`src/common/mute_ctrl_map.svh`:
```
// Register offsets, field positions, reset values and timing counts
`ifndef MUTE_CTRL_MAP_SVH
`define MUTE_CTRL_MAP_SVH

// ****************************************
// Register map
// ****************************************
`define OFS_SRC 9'h000
`define OFS_AUDIO 9'h004
`define OFS_IFACE 9'h008
`define OFS_STATUS 9'h00c
`define IDX_SOFT_RESET 7'h7f
`define OFS_SOFT_RESET {`IDX_SOFT_RESET, 2'b00}

// ****************************************
// Field positions
// ****************************************
`define SRC_CH1_LSB 0
`define SRC_CH2_LSB 2
`define AUD_NS_ORDER 0
`define AUD_DAC_POL 1
`define AUD_MIX_EN 2
`define AUD_MIX_POS 3
`define AUD_XTAL_SRC 4
`define AUD_MUTE_SW 5
`define IF_IN_LSB 0
`define IF_OUT_LSB 4
`define IF_MODE_LSB 8
`define IF_CLK384 12
`define IF_PICK_LSB 14

// ****************************************
// Reset values
// ****************************************
`define RST_SRC 4'h0
`define RST_AUDIO 6'h00
`define RST_FMT 3'h0
`define RST_MODE 4'h0
`define RST_PICK 2'h0

// ****************************************
// Ramp, clock ratios and mode codes
// ****************************************
`define RAMP_FULL 7'h7f
`define BCK_RATIO_256 7'h40
`define BCK_RATIO_384 7'h30
`define MODE_UNUSED 4'hb
`define MODE_LAST 4'he

`endif

```
`src/common/mute_ctrl_pkg.sv`:
```
// Types shared by the mute and mode control block
package mute_ctrl_pkg;

    typedef enum logic [2:0] {
        FMT_I2S,
        FMT_LSB16,
        FMT_LSB18,
        FMT_LSB20,
        FMT_LSB24,
        FMT_MSB
    } fmt_t;

    typedef enum logic [1:0] {
        LVL_LOW = 2'h0,
        LVL_MID = 2'h1,
        LVL_HIGH = 2'h2
    } level_t;

    typedef enum {
        M_IDLE,
        M_MUTING,
        M_WAIT_LOCK
    } mstate_t;

    typedef struct packed {
        logic sel_static;
        logic app_select_pin2;
        logic app_select_pin1;
        logic [1:0] app_select_pin0;
        logic spdif_input_pick_hi;
        logic spdif_input_pick_lo;
        logic [1:0] crystal_rate_pick;
        logic [1:0] sfor;
        logic mute;
        logic reset_req;
        logic [3:0] spdif_rx;
        logic pll_lock;
        logic spdif_lock;
    } pins_t;

endpackage

```
`src/rtl/mute_mode_ctrl.sv`:
```
// Anti-plop mute sequencing, audio format and static mode pin control
//
// Functional notes
// - Channel 1 source change raises source 1 mute only, released after.
// - Channel 2 source change raises source 2 mute only, released after.
// - Mode, control or SPDIF input change on PLL DAC: master mute till lock.
// - Mode or control change on crystal DAC: master mute, release when done.
// - Noise shaper order or DAC polarity change: master mute, no lock wait.
// - Crystal source change mutes master briefly; mixer changes never mute.
// - Master bit clock is 64 fs at 256 fs, 48 fs at 384 fs.
// - Static formats: four input formats, output only I2S or MSB.
// - Microcontroller mode: input and output formats chosen independently.
// - Power-on reset restores all microcontroller defaults, synchronous ones too.
// - Static control uses microcontroller defaults for settings without pins.
// - Bit clock and word select direction follows the application mode.
// - Lock output high while the active input's clock source is locked.
// - Reset pin high resets; static select pin low chooses microcontroller.
// - Static SPDIF pick pins route one of four receive pins.
// - Three-level rate pin: low 44.1 kHz, mid 32 kHz, high 48 kHz.
// - Eleven static application modes, fourteen in microcontroller mode.
// - DAC mute is external mute pin ORed with software mute bit.
// - Soft mute ramp of 32 steps, four samples each, 128 in all.
//
// Local design decisions: the register offsets and the AXI4-Lite interface to the registers.
`timescale 1ns/1ps
`include "mute_ctrl_map.svh"

module mute_mode_ctrl
    import mute_ctrl_pkg::*;
(
    input wire logic aclk,
    input wire logic aresetn,
    input wire logic [8:0] awaddr,
    input wire logic awvalid,
    output logic awready,
    input wire logic [31:0] wdata,
    input wire logic [3:0] wstrb,
    input wire logic wvalid,
    output logic wready,
    output logic [1:0] bresp,
    output logic bvalid,
    input wire logic bready,
    input wire logic [8:0] araddr,
    input wire logic arvalid,
    output logic arready,
    output logic [31:0] rdata,
    output logic [1:0] rresp,
    output logic rvalid,
    input wire logic rready,
    input wire pins_t pins,
    input wire logic fs_tick,
    output logic [1:0] ch1_src_ff,
    output logic [1:0] ch2_src_ff,
    output logic ns_order_ff,
    output logic dac_pol_ff,
    output logic mixer_en_ff,
    output logic mixer_pos_ff,
    output logic xtal_src_ff,
    output logic [2:0] in_fmt_ff,
    output logic [2:0] out_fmt_ff,
    output logic [6:0] bck_ratio_ff,
    output logic bck_ws_master_ff,
    output logic lock_ff,
    output logic dac_mute_ff,
    output logic source1_mute_flag_ff,
    output logic source2_mute_flag_ff,
    output logic master_mute_flag_ff,
    output logic [4:0] src1_coef_ff,
    output logic [4:0] src2_coef_ff,
    output logic [4:0] master_coef_ff,
    output logic [3:0] app_mode_ff,
    output logic [1:0] spdif_route_ff,
    output logic spdif_data_ff,
    output logic [1:0] xtal_rate_ff
);

    // ****************************************
    // Helpers
    // ****************************************
    function automatic logic [6:0] ramp_next(input logic [6:0] pos,
                                             input logic req,
                                             input logic tick);
        logic [6:0] r;
        r = pos;
        if (tick && req && pos != `RAMP_FULL) begin
            r = pos + 7'h01;
        end else if (tick && !req && pos != 7'h00) begin
            r = pos - 7'h01;
        end
        return r;
    endfunction

    function automatic logic [1:0] lvl(input logic [1:0] pin);
        return (pin == LVL_HIGH || pin == 2'h3) ? 2'h2 : pin;
    endfunction

    function automatic logic dac_on_pll(input logic [3:0] m);
        return !(m == 4'h3 || m == 4'h4 || m == 4'h5 || m == 4'h9);
    endfunction

    function automatic logic spdif_in(input logic [3:0] m);
        return m == 4'h0 || m == 4'h2 || m == 4'h7 || m == 4'h9 ||
               m == 4'ha;
    endfunction

    function automatic logic i2s_lock(input logic [3:0] m);
        return m == 4'h1 || m == 4'h6 || m == 4'h8;
    endfunction

    // ****************************************
    // Pin synchronisers and reset
    // ****************************************
    pins_t meta_ff;
    pins_t pin_ff;
    logic soft_rst_ff;
    logic rst;

    always_ff @(posedge aclk) begin
        if (!aresetn) begin
            meta_ff <= '0;
            pin_ff <= '0;
        end else begin
            meta_ff <= pins;
            pin_ff <= meta_ff;
        end
    end

    assign rst = !aresetn || pin_ff.reset_req || soft_rst_ff;

    // ****************************************
    // AXI4-Lite slave
    // ****************************************
    logic awready_ff, wready_ff, bvalid_ff, arready_ff, rvalid_ff;
    logic [1:0] bresp_ff, rresp_ff;
    logic [31:0] rdata_ff, wd_ff;
    logic [8:0] wa_ff;
    logic do_wr;
    logic wr_ok;

    assign awready = awready_ff;
    assign wready = wready_ff;
    assign bvalid = bvalid_ff;
    assign bresp = bresp_ff;
    assign arready = arready_ff;
    assign rvalid = rvalid_ff;
    assign rdata = rdata_ff;
    assign rresp = rresp_ff;
    assign do_wr = !awready_ff && !wready_ff && !bvalid_ff;
    assign wr_ok = wa_ff == `OFS_SRC || wa_ff == `OFS_AUDIO ||
                   wa_ff == `OFS_IFACE || wa_ff == `OFS_SOFT_RESET;

    always_ff @(posedge aclk) begin
        if (!aresetn) begin
            awready_ff <= 1'b1;
            wready_ff <= 1'b1;
            bvalid_ff <= 1'b0;
            bresp_ff <= 2'h0;
            wa_ff <= 9'h000;
            wd_ff <= 32'h0000_0000;
        end else begin
            if (awvalid && awready_ff) begin
                awready_ff <= 1'b0;
                wa_ff <= awaddr;
            end
            if (wvalid && wready_ff) begin
                wready_ff <= 1'b0;
                wd_ff <= wdata;
            end
            if (do_wr) begin
                bvalid_ff <= 1'b1;
                bresp_ff <= wr_ok ? 2'h0 : 2'h3;
            end
            if (bvalid_ff && bready) begin
                bvalid_ff <= 1'b0;
                awready_ff <= 1'b1;
                wready_ff <= 1'b1;
            end
        end
    end

    // Soft reset lands one cycle after the write so the response still goes
    always_ff @(posedge aclk) begin
        if (!aresetn) begin
            soft_rst_ff <= 1'b0;
        end else begin
            soft_rst_ff <= do_wr && wa_ff == `OFS_SOFT_RESET;
        end
    end

    // ****************************************
    // Settings registers
    // ****************************************
    logic [3:0] pend_src_ff;
    logic [5:0] audio_ff;
    logic [2:0] reg_in_ff, reg_out_ff;
    logic reg_clk384_ff;
    logic [3:0] reg_mode_ff;
    logic [1:0] reg_pick_ff;
    logic [3:0] wd_mode;
    logic [2:0] wd_in, wd_out;

    assign wd_mode = wd_ff[`IF_MODE_LSB +: 4];
    assign wd_in = wd_ff[`IF_IN_LSB +: 3];
    assign wd_out = wd_ff[`IF_OUT_LSB +: 3];

    always_ff @(posedge aclk) begin
        if (rst) begin
            pend_src_ff <= `RST_SRC;
            audio_ff <= `RST_AUDIO;
            reg_in_ff <= `RST_FMT;
            reg_out_ff <= `RST_FMT;
            reg_clk384_ff <= 1'b0;
            reg_mode_ff <= `RST_MODE;
            reg_pick_ff <= `RST_PICK;
        end else if (do_wr) begin
            if (wa_ff == `OFS_SRC && wstrb[0]) begin
                pend_src_ff <= wd_ff[3:0];
            end
            if (wa_ff == `OFS_AUDIO && wstrb[0]) begin
                audio_ff <= wd_ff[5:0];
            end
            if (wa_ff == `OFS_IFACE) begin
                // Codes above MSB are ignored, the field keeps its value
                if (wstrb[0] && wd_in <= FMT_MSB) begin
                    reg_in_ff <= wd_in;
                end
                if (wstrb[0] && wd_out <= FMT_MSB) begin
                    reg_out_ff <= wd_out;
                end
                if (wstrb[1]) begin
                    reg_clk384_ff <= wd_ff[`IF_CLK384];
                    if (wd_mode != `MODE_UNUSED && wd_mode <= `MODE_LAST) begin
                        reg_mode_ff <= wd_mode;
                    end
                    reg_pick_ff <= wd_ff[`IF_PICK_LSB +: 2];
                end
            end
        end
    end

    // ****************************************
    // Effective mode selection
    // ****************************************
    logic stat;
    logic [3:0] pin_mode;
    logic [3:0] eff_mode;
    logic [1:0] eff_pick;
    logic [5:0] eff_audio;
    logic [3:0] eff_src;

    assign stat = pin_ff.sel_static;
    assign pin_mode = 4'(pin_ff.app_select_pin2 * 6) +
                      4'(pin_ff.app_select_pin1 * 3) +
                      4'(lvl(pin_ff.app_select_pin0));
    assign eff_pick = stat ? {pin_ff.spdif_input_pick_hi,
                              pin_ff.spdif_input_pick_lo}
                           : reg_pick_ff;
    assign eff_audio = stat ? `RST_AUDIO : audio_ff;
    assign eff_src = stat ? `RST_SRC : pend_src_ff;

    // The unused pin code keeps the last valid mode instead of glitching
    assign eff_mode = !stat ? reg_mode_ff :
                      (pin_mode == `MODE_UNUSED) ? app_mode_ff
                                                 : pin_mode;

    always_ff @(posedge aclk) begin
        if (rst) begin
            app_mode_ff <= `RST_MODE;
            spdif_route_ff <= `RST_PICK;
            spdif_data_ff <= 1'b0;
            xtal_rate_ff <= 2'h0;
            in_fmt_ff <= `RST_FMT;
            out_fmt_ff <= `RST_FMT;
            bck_ratio_ff <= `BCK_RATIO_256;
            bck_ws_master_ff <= 1'b1;
            lock_ff <= 1'b0;
            dac_mute_ff <= 1'b0;
            mixer_en_ff <= 1'b0;
            mixer_pos_ff <= 1'b0;
        end else begin
            app_mode_ff <= eff_mode;
            spdif_route_ff <= eff_pick;
            spdif_data_ff <= pin_ff.spdif_rx[eff_pick];
            xtal_rate_ff <= lvl(pin_ff.crystal_rate_pick);
            if (stat) begin
                in_fmt_ff <= (pin_ff.sfor == 2'h0) ? FMT_I2S :
                             (pin_ff.sfor == 2'h1) ? FMT_LSB16 :
                             (pin_ff.sfor == 2'h2) ? FMT_LSB24
                                                    : FMT_MSB;
                out_fmt_ff <= (pin_ff.sfor == 2'h0) ? FMT_I2S
                                                     : FMT_MSB;
            end else begin
                in_fmt_ff <= reg_in_ff;
                out_fmt_ff <= reg_out_ff;
            end
            bck_ratio_ff <= (!stat && reg_clk384_ff) ? `BCK_RATIO_384
                                                     : `BCK_RATIO_256;
            bck_ws_master_ff <= eff_mode != 4'h1;
            lock_ff <= spdif_in(eff_mode) ? pin_ff.spdif_lock :
                       i2s_lock(eff_mode) ? pin_ff.pll_lock
                                          : 1'b0;
            dac_mute_ff <= pin_ff.mute || eff_audio[`AUD_MUTE_SW];
            mixer_en_ff <= eff_audio[`AUD_MIX_EN];
            mixer_pos_ff <= eff_audio[`AUD_MIX_POS];
        end
    end

    // ****************************************
    // Source mutes
    // ****************************************
    logic [6:0] pos1_ff, pos2_ff, posm_ff;

    always_ff @(posedge aclk) begin
        if (rst) begin
            ch1_src_ff <= 2'h0;
            ch2_src_ff <= 2'h0;
            source1_mute_flag_ff <= 1'b0;
            source2_mute_flag_ff <= 1'b0;
            pos1_ff <= 7'h00;
            pos2_ff <= 7'h00;
        end else begin
            pos1_ff <= ramp_next(pos1_ff, source1_mute_flag_ff, fs_tick);
            pos2_ff <= ramp_next(pos2_ff, source2_mute_flag_ff, fs_tick);
            // New source is applied only once the old one is fully silent
            if (source1_mute_flag_ff && pos1_ff == `RAMP_FULL) begin
                ch1_src_ff <= eff_src[`SRC_CH1_LSB +: 2];
                source1_mute_flag_ff <= 1'b0;
            end else if (eff_src[`SRC_CH1_LSB +: 2] != ch1_src_ff) begin
                source1_mute_flag_ff <= 1'b1;
            end
            if (source2_mute_flag_ff && pos2_ff == `RAMP_FULL) begin
                ch2_src_ff <= eff_src[`SRC_CH2_LSB +: 2];
                source2_mute_flag_ff <= 1'b0;
            end else if (eff_src[`SRC_CH2_LSB +: 2] != ch2_src_ff) begin
                source2_mute_flag_ff <= 1'b1;
            end
        end
    end

    // ****************************************
    // Master mute
    // ****************************************
    mstate_t mst_ff;
    logic prev_stat_ff;
    logic [3:0] prev_mode_ff;
    logic [1:0] prev_pick_ff;
    logic wait_lock_ff;
    logic mode_evt, pick_evt, aud_evt;

    // Mode changes take effect at once; only the output is held silent
    assign mode_evt = eff_mode != prev_mode_ff || stat != prev_stat_ff;
    assign pick_evt = eff_pick != prev_pick_ff && dac_on_pll(eff_mode);
    assign aud_evt = eff_audio[`AUD_NS_ORDER] != ns_order_ff ||
                     eff_audio[`AUD_DAC_POL] != dac_pol_ff ||
                     eff_audio[`AUD_XTAL_SRC] != xtal_src_ff;

    always_ff @(posedge aclk) begin
        if (rst) begin
            mst_ff <= M_IDLE;
            master_mute_flag_ff <= 1'b0;
            wait_lock_ff <= 1'b0;
            prev_stat_ff <= 1'b0;
            prev_mode_ff <= `RST_MODE;
            prev_pick_ff <= `RST_PICK;
            ns_order_ff <= 1'b0;
            dac_pol_ff <= 1'b0;
            xtal_src_ff <= 1'b0;
        end else begin
            prev_stat_ff <= stat;
            prev_mode_ff <= eff_mode;
            prev_pick_ff <= eff_pick;
            if (mode_evt || pick_evt || aud_evt) begin
                master_mute_flag_ff <= 1'b1;
                mst_ff <= M_MUTING;
            end
            if (mode_evt && dac_on_pll(eff_mode) || pick_evt) begin
                wait_lock_ff <= 1'b1;
            end
            case (mst_ff)
                M_IDLE: begin
                end
                M_MUTING: begin
                    if (posm_ff == `RAMP_FULL && !mode_evt && !pick_evt) begin
                        ns_order_ff <= eff_audio[`AUD_NS_ORDER];
                        dac_pol_ff <= eff_audio[`AUD_DAC_POL];
                        xtal_src_ff <= eff_audio[`AUD_XTAL_SRC];
                        if (wait_lock_ff) begin
                            mst_ff <= M_WAIT_LOCK;
                        end else begin
                            master_mute_flag_ff <= 1'b0;
                            mst_ff <= M_IDLE;
                        end
                    end
                end
                M_WAIT_LOCK: begin
                    // A fresh audio change keeps the flag up, set wins
                    if (pin_ff.pll_lock && !mode_evt && !pick_evt &&
                        !aud_evt) begin
                        master_mute_flag_ff <= 1'b0;
                        wait_lock_ff <= 1'b0;
                        mst_ff <= M_IDLE;
                    end
                end
                default: begin
                    mst_ff <= M_IDLE;
                end
            endcase
        end
    end

    // ****************************************
    // Soft mute ramps
    // ****************************************
    always_ff @(posedge aclk) begin
        if (rst) begin
            posm_ff <= 7'h00;
            src1_coef_ff <= 5'h00;
            src2_coef_ff <= 5'h00;
            master_coef_ff <= 5'h00;
        end else begin
            posm_ff <= ramp_next(posm_ff, master_mute_flag_ff || dac_mute_ff,
                                 fs_tick);
            src1_coef_ff <= pos1_ff[6:2];
            src2_coef_ff <= pos2_ff[6:2];
            master_coef_ff <= posm_ff[6:2];
        end
    end

    // ****************************************
    // Register read-back
    // ****************************************
    logic [31:0] rd_word;
    logic rd_ok;

    always_comb begin
        rd_word = 32'h0000_0000;
        rd_ok = 1'b1;
        case (araddr)
            `OFS_SRC: rd_word = {28'h0000000, pend_src_ff};
            `OFS_AUDIO: rd_word = {26'h0, audio_ff};
            `OFS_IFACE: rd_word = {16'h0000, reg_pick_ff, 1'b0,
                                   reg_clk384_ff, reg_mode_ff, 1'b0,
                                   reg_out_ff, 1'b0, reg_in_ff};
            `OFS_STATUS: rd_word = {12'h000, xtal_rate_ff, spdif_route_ff,
                                    app_mode_ff, 4'h0, bck_ws_master_ff,
                                    stat, wait_lock_ff, dac_mute_ff, lock_ff,
                                    master_mute_flag_ff, source2_mute_flag_ff,
                                    source1_mute_flag_ff};
            `OFS_SOFT_RESET: rd_word = 32'h0000_0000;
            default: rd_ok = 1'b0;
        endcase
    end

    always_ff @(posedge aclk) begin
        if (!aresetn) begin
            arready_ff <= 1'b1;
            rvalid_ff <= 1'b0;
            rdata_ff <= 32'h0000_0000;
            rresp_ff <= 2'h0;
        end else begin
            if (arvalid && arready_ff) begin
                arready_ff <= 1'b0;
                rvalid_ff <= 1'b1;
                rdata_ff <= rd_word;
                rresp_ff <= rd_ok ? 2'h0 : 2'h3;
            end
            if (rvalid_ff && rready) begin
                rvalid_ff <= 1'b0;
                arready_ff <= 1'b1;
            end
        end
    end

endmodule

```
`config.mk`:
```
export PLATFORM = sky130hd
export DESIGN_NAME = mute_mode_ctrl
export DESIGN_NICKNAME = d
export VERILOG_FILES = /design/src/common/mute_ctrl_pkg.sv /design/src/rtl/mute_mode_ctrl.sv
export VERILOG_INCLUDE_DIRS = /design/src /design/src/common
export SDC_FILE = /design/constraint.sdc
export NUM_CORES = 1
export LEC_CHECK = 0
export ABC_AREA = 1
export BUFFER_PORTS_ARGS = -buffer_cell sky130_fd_sc_hd__buf_2
export CAP_MARGIN = 5
export CORE_MARGIN = 2
export CORE_UTILIZATION = 55
export CTS_CLUSTER_SIZE = 20
export DETAILED_ROUTE_END_ITERATION = 16
export PLACE_DENSITY = 0.92
export SYNTH_ARGS = -nofsm -noshare
export SYNTH_HDL_FRONTEND = slang
export SYNTH_SLANG_ARGS = --single-unit
```
`constraint.sdc`:
```
create_clock -name aclk -period 3.5 [get_ports aclk]
set_clock_uncertainty 0.1 [all_clocks]
set_input_delay 0.175 -clock aclk [delete_from_list [all_inputs] [get_ports aclk]]
set_output_delay 0.175 -clock aclk [all_outputs]
set_load 0.05 [all_outputs]
```
== Yosys cells after proc, flatten, opt, wreduce, memory -nomap -nowiden ==
Index checks and enable logic that the tools add are counted.
Storage, ports and cells
  register bits: 235
  bits in latches: 0
  memory bits (writable): 0
  memories: 0
  memory bits (read-only): 0
  output and inout bits: 93
  bits of input ports: 81
  word-level logic and storage cells: 268
Operators by class
  multipliers: 2
  divide/modulo/power cells: 0
  reductions and logical operators: 96
  equality and inequality tests: 42
  magnitude comparators: 4
  add/sub/neg operators: 8
  bitwise gates (word level): 1
  shifts and indexed selects: 0
  multiplexer cells: 41
Operators with widths (number)
  two-way mux 32 bit: 3
  case mux 32 bit (3 select lines): 1
  case mux 20 bit (4 select lines): 1
  two-way mux 7 bit: 7
  logical AND 1 bit: 35
  == test 32 x 1 -> 1 bit (second input constant): 1
  == test 32 x 2 -> 1 bit (second input constant): 1
  zero test 32 bit: 1
  == test 9 x 4 -> 1 bit (second input constant): 3
  logical OR 1 bit: 24
  adder 7 x 1 -> 7 bit (second input constant): 3
  == test 7 bit (second input constant): 3
  != test 7 bit (second input constant): 3
  nonzero test 7 bit: 3
  subtractor 7 x 1 -> 7 bit (second input constant): 3
  == test 9 x 3 -> 1 bit (second input constant): 2
  == test 9 bit (second input constant): 2
  zero test 9 bit: 2
  == test 4 x 3 -> 1 bit (second input constant): 4
  == test 4 bit (second input constant): 4
  two-way mux 3 bit: 5
  zero test 1 bit: 12
  two-way mux 1 bit: 12
  two-way mux 2 bit: 6
  other kinds (28): 53

== Longest topological paths before layout ==
Gate-level depths: netlist of run 1.
  depth after elaboration: 19
  mapped depth: 23
  gate-level depth less buffers: 23

== Worst setup path after synthesis of run 1 ==
No wires, ideal clock.
  kind: reg2reg
  start point: register pin_ff[16] (netlist name)
  end point: register master_mute_flag_ff
  data required time: 3291 ps
  stages on the path, launching flop included: 24
  buffers on the path: 0
  clock period less this slack: 2928 ps
  arrival: 2720 ps
  slack: 572 ps
  library setup time: 109 ps
  cell sequence: dfxtp_1 -> inv_1 -> fa_1 -> inv_1 -> ha_1 -> inv_1 -> fa_1 -> inv_1 -> nor2_4 -> nand3_1 -> nand2_2 -> nand2_4 -> inv_2 -> nand2_1 -> nand2_2 -> nand2_4 -> nor2_8 -> inv_2 -> a21oi_2 -> nand3_1 -> nand2_1 -> inv_1 -> nand2_1 -> inv_1
Between the ends
  longest elaborated chain between the ends: 18
  elaborated cells between the ends (all ways): 31
  classes of those cells: add/sub (2); mul (1); eq/ne (6); mux (7); reduce/logical (15)
Ends and longest elaborated chain
  from (decl): RTL line mute_mode_ctrl.sv:114  | pins_t pin_ff;
  from (signal assigned): RTL line mute_mode_ctrl.sv:124  | pin_ff <= meta_ff;
  multiplier 1 x 2 -> 3 bit *: RTL line mute_mode_ctrl.sv:253  | 4'(pin_ff.app_select_pin1 * 3) +
  adder 4 x 3 -> 4 bit *: RTL line mute_mode_ctrl.sv:252  | assign pin_mode = 4'(pin_ff.app_select_pin2 * 6) +
  adder 4 x 2 -> 4 bit *: RTL line mute_mode_ctrl.sv:253
  == test 4 bit (no line)
  two-way mux 4 bit *: RTL line mute_mode_ctrl.sv:263  | (pin_mode == `MODE_UNUSED) ? app_mode_ff
  two-way mux 4 bit *: RTL line mute_mode_ctrl.sv:262  | assign eff_mode = !stat ? reg_mode_ff :
  == test 4 x 2 -> 1 bit / == test 4 x 3 -> 1 bit (equally long branches): RTL line mute_mode_ctrl.sv:98  | return !(m == 4'h3 || m == 4'h4 || m == 4'h5 || m == 4'h9);
  logical OR 1 bit (3 in series): RTL line mute_mode_ctrl.sv:98
  zero test 1 bit: RTL line mute_mode_ctrl.sv:98
  logical AND 1 bit: RTL line mute_mode_ctrl.sv:352  | assign pick_evt = eff_pick != prev_pick_ff && dac_on_pll(eff_mode);
  logical OR 1 bit (2 in series): RTL line mute_mode_ctrl.sv:372  | if (mode_evt || pick_evt || aud_evt) begin
  two-way mux 1 bit: RTL line mute_mode_ctrl.sv:372
  two-way mux 1 bit: RTL line mute_mode_ctrl.sv:387  | if (wait_lock_ff) begin
  two-way mux 1 bit: RTL line mute_mode_ctrl.sv:383  | if (posm_ff == `RAMP_FULL && !mode_evt && !pick_evt) begin
  case mux 1 bit (2 select lines) *: RTL line mute_mode_ctrl.sv:379  | case (mst_ff)
  to (signal assigned): RTL line mute_mode_ctrl.sv:373  | master_mute_flag_ff <= 1'b1;
  to (signal assigned): RTL line mute_mode_ctrl.sv:390  | master_mute_flag_ff <= 1'b0;
  to (signal assigned): RTL line mute_mode_ctrl.sv:399  | master_mute_flag_ff <= 1'b0;
  to (decl): RTL line mute_mode_ctrl.sv:67  | output logic master_mute_flag_ff,
Mark *: on every way between the ends. The rest lies on a longest branch, timed or not.
A chain may end at the register's enable or synchronous reset.

== Worst setup path in the final report of run 1 ==
Ends and elaborated chain as after synthesis.

==> metrics.csv, run 1 <==
metric;value;unit
crit path launch type;register;
ant diodes;0;
grt ovf;0;
CTS tree;done;
overall power;6.35;mW
gate count after technology mapping;1066;
placed wire-length estimate;14.2;mm
CTS clock-pin slew for the worst setup and hold paths;0.06;ns
Worst setup EP type;register;
Peak VDD IR;0.000380;V
DR vias;7760;
CP arrival;3.54;ns
Async SR Flop Fraction;0;%
chip width;129;µm
period utilisation layout;92.7;%
Syn. warnings;0;
relative slew slack;44.8;%
max cap viols;0;
final setup vio count;0;
clock tree sinks;214;
Die H;129;µm
H-tree depth;1;
drt total wl;21.9;mm
Cell variety after synth;53;
crit path kind;register to register;
setup tns final;0;ns
global-route wire length before repair;34.5;mm
layout cells sized above 1;17.1;%
overall global routing resource usage;25.6;%
RSZ-0062 raised after global routing;false;
Worst Tran Pin Value;0.827;ns
antenna viol nets, final;0;
area leader, netlist;dfxtp_1;
Root Buffer;clkbuf_16;
vias per std cell;5.25;
DRC;0;
number of flops mapped to enable cells by yosys;0;
register area;4280;µm²
Rows;45;
Avg Cell Area, Syn;8.05;µm²
crit path max fanout;5;
final slew viol count;0;
PortBufs;137;
worst hold path type;input pin to register;
Post-synth top cells;dfxtp_1, inv_1, nand2_1, nor2_1, a21oi_1;
total die area;16600;µm²
post-synthesis cell area;8580;µm²
routed len/inst;14.8;µm
Filler cells;1098;
Fmax;0.308;GHz
number of global-route vias before repair;7350;
Multi-input gate area;3550;µm²
number of I/O pins;174;
flops & latches, synth;214;
GPL Wtd Cong;0.866;
worst skew pair latency;0.50;ns
leakage;5.08;nW
Num CTS Buffers;22;
Seq/Total Area, Yosys;49.9;%
crit path time final;3.25;ns
Layout area overhead;23.8;%
initial antenna violation count;0;
Synth area leaders;dfxtp_1, inv_1, nand2_1;
post-synth top area share;49.9;%
largest net degree at the start of global routing;75;
Core Region;15200;µm²
Nets;1377;
status;complete, no violations;
Critical Path RT;3.80;ns
final hold vios;0;
P per Cell Area;598;nW/µm²
clock buffer depth;3;
First-pass DRT Iterations;5;
most numerous cell in the Yosys netlist;dfxtp_1;
initial drt markers;596;
main flop type after synthesis;dfxtp_1;
post-cts sizing count;0;
Initial Utilization;56.4;%
-- power breakdown --
| group | internal (mW) | switching, mW | total (mW) |
|---|---|---|---|
| clock network | 1.42 | 0.935 | 2.36 |
| logic | 0.435 | 0.806 | 1.24 |
| registers | 2.62 | 0.129 | 2.75 |
| total | 4.48 | 1.87 | 6.35 |
-- kinds of logic after synthesis --
kind of cell / after synthesis / share of synthesized area (%)
flip-flops: 214 / 49.9
multiplexers: 2 / 0.263
XOR/XNOR: 15 / 1.62
buffers and inverters: 221 / 10.7
AO/OA/AOI/OAI: 224 / 14.2
AND/OR/NAND/NOR: 367 / 19.6
other: 1 / 0.0437
adder cells (fa/ha/maj): 22 / 3.65
-- critical path, stage by stage, from the launching register on --
cell,delay (ns)
dfxtp_1,0.33
inv_1,0.06
fa_1,0.46
inv_1,0.07
ha_1,0.13
inv_1,0.05
fa_1,0.55
inv_1,0.08
nor2_4,0.09
nand3_1,0.07
nand2_1,0.09
nand2_2,0.09
nand2_1,0.07
nand2_1,0.06
inv_1,0.08
nand2_2,0.09
nor2_8,0.14
nand3_2,0.13
o21bai_2,0.18
nand3_1,0.10
nand2_1,0.08
inv_1,0.04
-- flip-flops by register name (all words and copies together) (netlist names), 4 cells and up --
register / flops
mst_ff: 32
rdata: 20
meta_ff: 19
pin_ff: 18
wd_ff: 14
wa_ff: 9
pos1_ff: 7
pos2_ff: 7
posm_ff: 7
audio_ff: 6
master_coef_ff: 5
src1_coef_ff: 5
src2_coef_ff: 5
pend_src_ff: 4
prev_mode_ff: 4
reg_mode_ff: 4
-- final cells by class --
cell class	count	share of cell area [%]
clock inverters	4	0.448
clock buffers	35	6.50
repair buffers	185	10.9
inverters	175	6.18
flip-flops and latches	214	40.3
multi-input cells	676	33.4
well taps	188	2.21
-- metal layers --
metal  routed length (µm)  up-vias  GRT usage [%]
met5                    0        -              0
met1                 8460     3550           29.8
met3                 1690       73           5.11
li1                     -     3768              -
met2                10900      369           46.3
met4                  830        0           10.0
-- placed cells by master, fill, tap and decap left out, drive strengths merged, types with 8 or more instances in the layout --
| cell type | n |
|---|---|
| dfxtp | 214 |
| inv | 170 |
| nand2 | 157 |
| buf | 141 |
| nor2 | 126 |
| a21oi | 96 |
| o21ai | 95 |
| conb | 46 |
| dlygate4sd3 | 44 |
| clkbuf | 35 |
| nand3 | 33 |
| nor3 | 18 |
| ha | 17 |
| nand4 | 16 |
| o22ai | 12 |
| a211oi | 8 |
| xnor2 | 8 |
-- worst paths after layout --
path / startpoint / to / slack [ns] / cells after the start
min: araddr[6] / rresp[0] / 0.06 / 4
max reg2reg: pin_ff[16] / master_mute_flag_ff / 0.25 / 21
max: pin_ff[16] / master_mute_flag_ff / 0.25 / 21
min reg2reg: meta_ff[5] / pin_ff[5] / 0.31 / 2
-- metrics by stage --
stage               area (µm²)  worst slack (ns)  utilization (%)  std cells  hold slack, ns
floorplan                 8750             0.572                -       1111           0.173
global placement          9440             0.421             62.1       1394           0.258
detailed placement        9440             0.325             62.1       1394           0.260
CTS                      10600             0.252             69.9       1477          0.0440
global route             10600            0.0251             69.9       1477           0.115
finish                   10600             0.254             69.9       1477          0.0639
-- what timing repair did --
item,4_1_cts,5_1_grt
hold buffers,44,0
endpoints found under the hold margin,47,0
endpoints found under the setup margin,0,0
setup buffers,0,0
Power figures use the tool's default switching activity.
==> inputs of run 2 (changes only) <==
--- a/config.mk
+++ b/config.mk
@@ -13,7 +13,7 @@
 export CORE_UTILIZATION = 55
 export CTS_CLUSTER_SIZE = 20
 export DETAILED_ROUTE_END_ITERATION = 16
-export PLACE_DENSITY = 0.92
+export PLACE_DENSITY = 0.8
 export SYNTH_ARGS = -nofsm -noshare
 export SYNTH_HDL_FRONTEND = slang
 export SYNTH_SLANG_ARGS = --single-unit
==> constraint.sdc (replaced) <==
create_clock -name aclk -period 3.16 [get_ports aclk]
set_clock_uncertainty 0.1 [all_clocks]
set_input_delay 0.158 -clock aclk [delete_from_list [all_inputs] [get_ports aclk]]
set_output_delay 0.158 -clock aclk [all_outputs]
set_load 0.05 [all_outputs]
==> metrics.csv, run 2 (synthesis gave the netlist of run 1 again) <==
metric;value;unit;change
drt total wl;19.7;mm;-10%
P per Cell Area;666;nW/µm²;+11%
largest net degree at the start of global routing;75;;unchanged
relative slew slack;46.3;%;+1.6 points
Nets;1384;;+0.51%
initial antenna violation count;0;;unchanged
layout cells sized above 1;18.7;%;+1.6 points
period utilisation layout;102;%;+9.6 points
Peak VDD IR;0.000478;V;+26%
overall global routing resource usage;23.3;%;-2.3 points
initial drt markers;469;;-21%
Placement Cell Area;9440;µm²;unchanged
final hold vios;0;;unchanged
Worst Reg-to-Reg Cells;18;;-14%
commonest cells after routing, fill and taps aside;dfxtp_1, inv_1, nand2_1;;
CTS tree;done;;
CP arrival;3.50;ns;-0.04 ns
placed wire-length estimate;13.0;mm;-8.3%
Filler cells;1192;;+8.6%
crit path time final;3.24;ns;-0.0110 ns
Critical Path RT;3.42;ns;-0.38 ns
antenna viol nets, final;0;;unchanged
status;finished, violations left;;
Num CTS Buffers;22;;unchanged
Worst setup EP type;register;;
DR vias;7438;;-4.1%
worst skew pair latency;0.51;ns;about the same
Reg2Reg Setup Slack;-0.08;ns;-0.33 ns
worst hold path type;input pin to register;;
Initial Utilization;56.4;%;unchanged
CP delay by family, top;adder cells;;
number of I/O pins;174;;unchanged
Fmax;0.309;GHz;+0.34%
most common cell after layout, fill and taps aside;dfxtp_1;;
First-pass DRT Iterations;5;;unchanged
Layout Cells excl Fill;1485;;+0.54%
final setup vio count;5;;+5
PortBufs;137;;unchanged
start of the worst register-to-register path;pin_ff[16];;
crit path launch;pin_ff[16];;
post-route setup slack;-0.0752;ns;-0.329 ns
ant diodes;0;;unchanged
H-tree depth;1;;unchanged
clock buffer depth;3;;unchanged
DRC;0;;unchanged
crit path max fanout;6;;+1
RSZ-0062 raised after global routing;true;;
crit path kind;register to register;;
CP peak stage delay;0.56;ns;about the same
Core Region;15200;µm²;unchanged
grt ovf;0;;unchanged
failing checks;negative setup slack;;
max reg flops;32;;unchanged
Layout area overhead;25.1;%;
clock tree sinks;214;;unchanged
GPL Wtd Cong;0.863;;-0.39%
crit path launch type;register;;
overall power;7.15;mW;+13%
RR Endpoint;dac_pol_ff;;
setup tns final;-0.264;ns;-0.264 ns
design area;10700;µm²;+1.1%
Root Buffer;clkbuf_16;;
Worst Tran Pin Value;0.804;ns;-0.0233 ns
Die H;129;µm;unchanged
Slowest cell on crit path;fa_1;;
final slew viol count;0;;unchanged
Most flops, register;mst_ff;;
placed cells;1394;;unchanged
Rows;45;;unchanged
vias per std cell;5.01;;-4.7%
routed len/inst;13.3;µm;-10%
Worst Setup EP;dac_pol_ff;;
WP depth;18;;-14%
CP Buf/Inv Count;5;;-1
leakage;5.13;nW;+1.0%
total die area;16600;µm²;unchanged
number of global-route vias before repair;7013;;-4.6%
worst path cell trace;inv_2 > fa_1 > inv_1 > ha_2 > inv_2 > fa_1 > nand2_1 > o21ai_2 > nand2_2 > inv_2 > nor2_1 > nor2_1 > nand2_2 > nor2_8 > buf_4 > nand4_4 > nor2_1 > nor3b_2;;
global-route wire length before repair;31.8;mm;-7.8%
max cap viols;0;;unchanged
chip width;129;µm;unchanged
CTS clock-pin slew for the worst setup and hold paths;0.06;ns;about the same
run 2: worst min-delay path: stages:
cell      delay, ns
buf_2          0.09
inv_1          0.04
nor3_1         0.16
a311oi_1       0.10
run 2: area by class of cell:
cell class / count / area, µm² / share of cell area [%]
Clock buffer: 27 / 599 / 5.58
Inverter: 175 / 657 / 6.12
Tap cell: 188 / 235 / 2.19
Sequential cell: 214 / 4290 / 39.9
Multi-Input combinational cell: 676 / 3560 / 33.2
Clock inverter: 13 / 185 / 1.73
Timing Repair Buffer: 192 / 1210 / 11.2
run 2: how the worst min path moves through the flow:
stage,startpoint,to,slack [ns],cells past startpoint
3_3_place_gp,pins[17],meta_ff[17],0.24,3
4_1_cts,araddr[6],rresp[0],0.002,4
2_1_floorplan,pins[0],meta_ff[0],0.16,2
6_report,araddr[6],rresp[0],0.01,4
5_1_grt,araddr[6],rresp[0],0.04,4
3_5_place_dp,pins[16],meta_ff[16],0.24,3
run 2: repair_timing:
action	4_1_cts	5_1_grt
gates cloned	0	0
pin swaps	2	11
hold endpoints to repair	47	0
hold buffers	44	0
gates resized for setup	1	11
setup endpoints to repair	2	9
setup buffers	0	7
run 2: report_power, final:
group          switching, mW  internal [mW]
Clock                   1.05           1.68
Sequential             0.141           2.91
Combinational          0.872          0.489
run 2: per-stage QoR:
step           setup WS (ns)  hold WS, ns  util [%]
2_1_floorplan          0.232        0.156         -
3_3_place_gp           0.103        0.239      62.1
3_5_place_dp         0.00624        0.241      62.1
4_1_cts              0.00801      0.00183      70.2
5_1_grt               -0.304       0.0405      70.6
6_report             -0.0752       0.0125      70.6
run 2: metal layers:
layer | wire (µm) | up-vias | global-route usage (%)
li1 | - | 3804 | -
met1 | 8340 | 3364 | 28.1
met2 | 9720 | 225 | 42.0
met3 | 1060 | 45 | 3.99
met4 | 598 | 0 | 8.06
met5 | 0 | - | 0
==> inputs of run 3 (changes only) <==
--- a/config.mk
+++ b/config.mk
@@ -8,11 +8,12 @@
 export LEC_CHECK = 0
 export ABC_AREA = 1
 export BUFFER_PORTS_ARGS = -buffer_cell sky130_fd_sc_hd__buf_2
-export CAP_MARGIN = 5
+export CAP_MARGIN = 10
 export CORE_MARGIN = 2
 export CORE_UTILIZATION = 55
 export CTS_CLUSTER_SIZE = 20
 export DETAILED_ROUTE_END_ITERATION = 16
+export MAX_ROUTING_LAYER = met4
 export PLACE_DENSITY = 0.8
 export SYNTH_ARGS = -nofsm -noshare
 export SYNTH_HDL_FRONTEND = slang
==> metrics.csv, run 3 (synthesis gave the netlist of run 1 again) <==
metric;value;unit;change
Nets;1384;;unchanged
Layout area overhead;25.3;%;
Rows;45;;unchanged
start of the worst register-to-register path;pin_ff[16];;
Reg2Reg Setup Slack;0.06;ns;+0.14 ns
global-route wire length before repair;31.1;mm;-2.1%
placed wire-length estimate;12.8;mm;-1.2%
vias per std cell;4.96;;-0.91%
max cap viols;0;;unchanged
crit path kind;register to register;;
final setup vio count;0;;-5
Peak VDD IR;0.000570;V;+19%
CTS tree;done;;
commonest cells after routing, fill and taps aside;dfxtp_1, inv_1, nand2_1;;
crit path launch;pin_ff[16];;
Place WS;0.0277;ns;+0.0215 ns
worst skew pair latency;0.51;ns;about the same
chip width;129;µm;unchanged
drt total wl;19.2;mm;-2.5%
status;complete, no violations;;
post-route setup slack;0.0629;ns;+0.138 ns
clock tree sinks;214;;unchanged
number of global-route vias before repair;6788;;-3.2%
Filler cells;1172;;-1.7%
First-pass DRT Iterations;5;;unchanged
crit path max fanout;7;;+1
crit path time final;3.10;ns;-0.138 ns
Die H;129;µm;unchanged
clock buffer depth;3;;unchanged
H-tree depth;1;;unchanged
routed len/inst;12.9;µm;-2.5%
layout cells sized above 1;19.5;%;+0.77 points
DR vias;7370;;-0.91%
RR Endpoint;mst_ff[1];;
Hold Path Depth;4;;unchanged
DRC;0;;unchanged
CP arrival;3.40;ns;-0.10 ns
P per Cell Area;647;nW/µm²;-2.9%
overall global routing resource usage;23.6;%;+0.31 points
Worst Tran Pin Value;0.793;ns;-0.0114 ns
Root Buffer;clkbuf_16;;
GPL Wtd Cong;0.883;;+2.4%
Worst Reg-to-Reg Cells;20;;+2
overall power;6.95;mW;-2.7%
initial drt markers;430;;-8.3%
Core Region;15200;µm²;unchanged
RSZ-0062 raised after global routing;true;;
Critical Path RT;3.47;ns;+0.05 ns
PortBufs;137;;unchanged
beginning of the worst hold path;araddr[8];;
leakage;5.09;nW;-0.78%
final hold vios;0;;unchanged
Num CTS Buffers;22;;unchanged
most common cell after layout, fill and taps aside;dfxtp_1;;
ant diodes;0;;unchanged
grt ovf;0;;unchanged
total die area;16600;µm²;unchanged
largest net degree at the start of global routing;75;;unchanged
max reg flops;32;;unchanged
number of I/O pins;174;;unchanged
Worst setup EP type;register;;
worst hold path type;input pin to register;;
CTS clock-pin slew for the worst setup and hold paths;0.06;ns;about the same
period utilisation layout;98.0;%;-4.4 points
Initial Utilization;56.4;%;unchanged
Hold Path End;rresp[0];;
antenna viol nets, final;0;;unchanged
initial antenna violation count;0;;unchanged
Hold WS;0.0145;ns;+0.00201 ns
Fmax;0.323;GHz;+4.5%
relative slew slack;47.1;%;+0.76 points
final slew viol count;0;;unchanged
Most flops, register;mst_ff;;
crit path launch type;register;;
-- run 3: stage by stage --
stage	instances	util, %	setup TNS (ns)	cell area, µm²
floorplan	1111	-	0	8750
global placement	1394	62.1	0	9440
detailed placement	1394	62.1	0	9440
CTS	1479	69.9	0	10600
global route	1485	70.7	-0.325	10800
finish	1485	70.7	0	10800
-- run 3: layout make-up --
cell class	count	area, µm²	area share, %
flip-flops and latches	214	4290	39.9
multi-input cells	676	3630	33.8
repair buffers	192	1210	11.3
inverters	175	657	6.11
clock buffers	27	609	5.67
well taps	188	235	2.19
clock inverters	13	121	1.13
-- run 3: per-layer routing --
metal	routed length, µm	GRT usage [%]	vias up
li1	-	-	3795
met1	8270	28.6	3324
met2	9460	40.6	210
met3	991	3.70	41
met4	509	7.03	0
met5	0	-	-
-- run 3: critical path, cell delays in order, from the launching register on --
cell      delay (ns)
dfxtp_2         0.33
inv_2           0.04
fa_1            0.45
inv_1           0.07
ha_2            0.16
inv_2           0.03
fa_1            0.53
inv_2           0.06
nor2_4          0.12
nand3_2         0.08
nand2_2         0.08
nand2_4         0.09
inv_2           0.07
nand2_2         0.05
nand2_2         0.07
nand2_4         0.07
nor2_8          0.13
nand3_2         0.14
o21bai_4        0.15
and2_1          0.14
nor2_1          0.04
-- run 3: worst max path at each step --
| stage | depth (start not counted) | slack (ns) | endpoint |
|---|---|---|---|
| finish | 20 | 0.06 | mst_ff[1] |
| global route | 20 | -0.10 | mst_ff[1] |
| CTS | 23 | 0.04 | master_mute_flag_ff |
| detailed placement | 20 | 0.03 | mst_ff[1] |
| global placement | 23 | 0.10 | master_mute_flag_ff |
| floorplan | 23 | 0.23 | master_mute_flag_ff |
-- run 3: report_power, final --
| part | switching (mW) | total [mW] | internal [mW] | leakage, nW |
|---|---|---|---|---|
| Clock | 1.08 | 2.55 | 1.47 | 0.359 |
| Combinational | 0.869 | 1.35 | 0.486 | 2.97 |
| Sequential | 0.137 | 3.04 | 2.90 | 1.76 |
| Total | 2.09 | 6.95 | 4.86 | 5.09 |
-- run 3: repair_timing --
item,in CTS,in global routing
endpoints found under the hold margin,48,0
buffers inserted,0,6
setup endpoints to repair,0,8
resized for setup,0,27
hold buffers,45,0
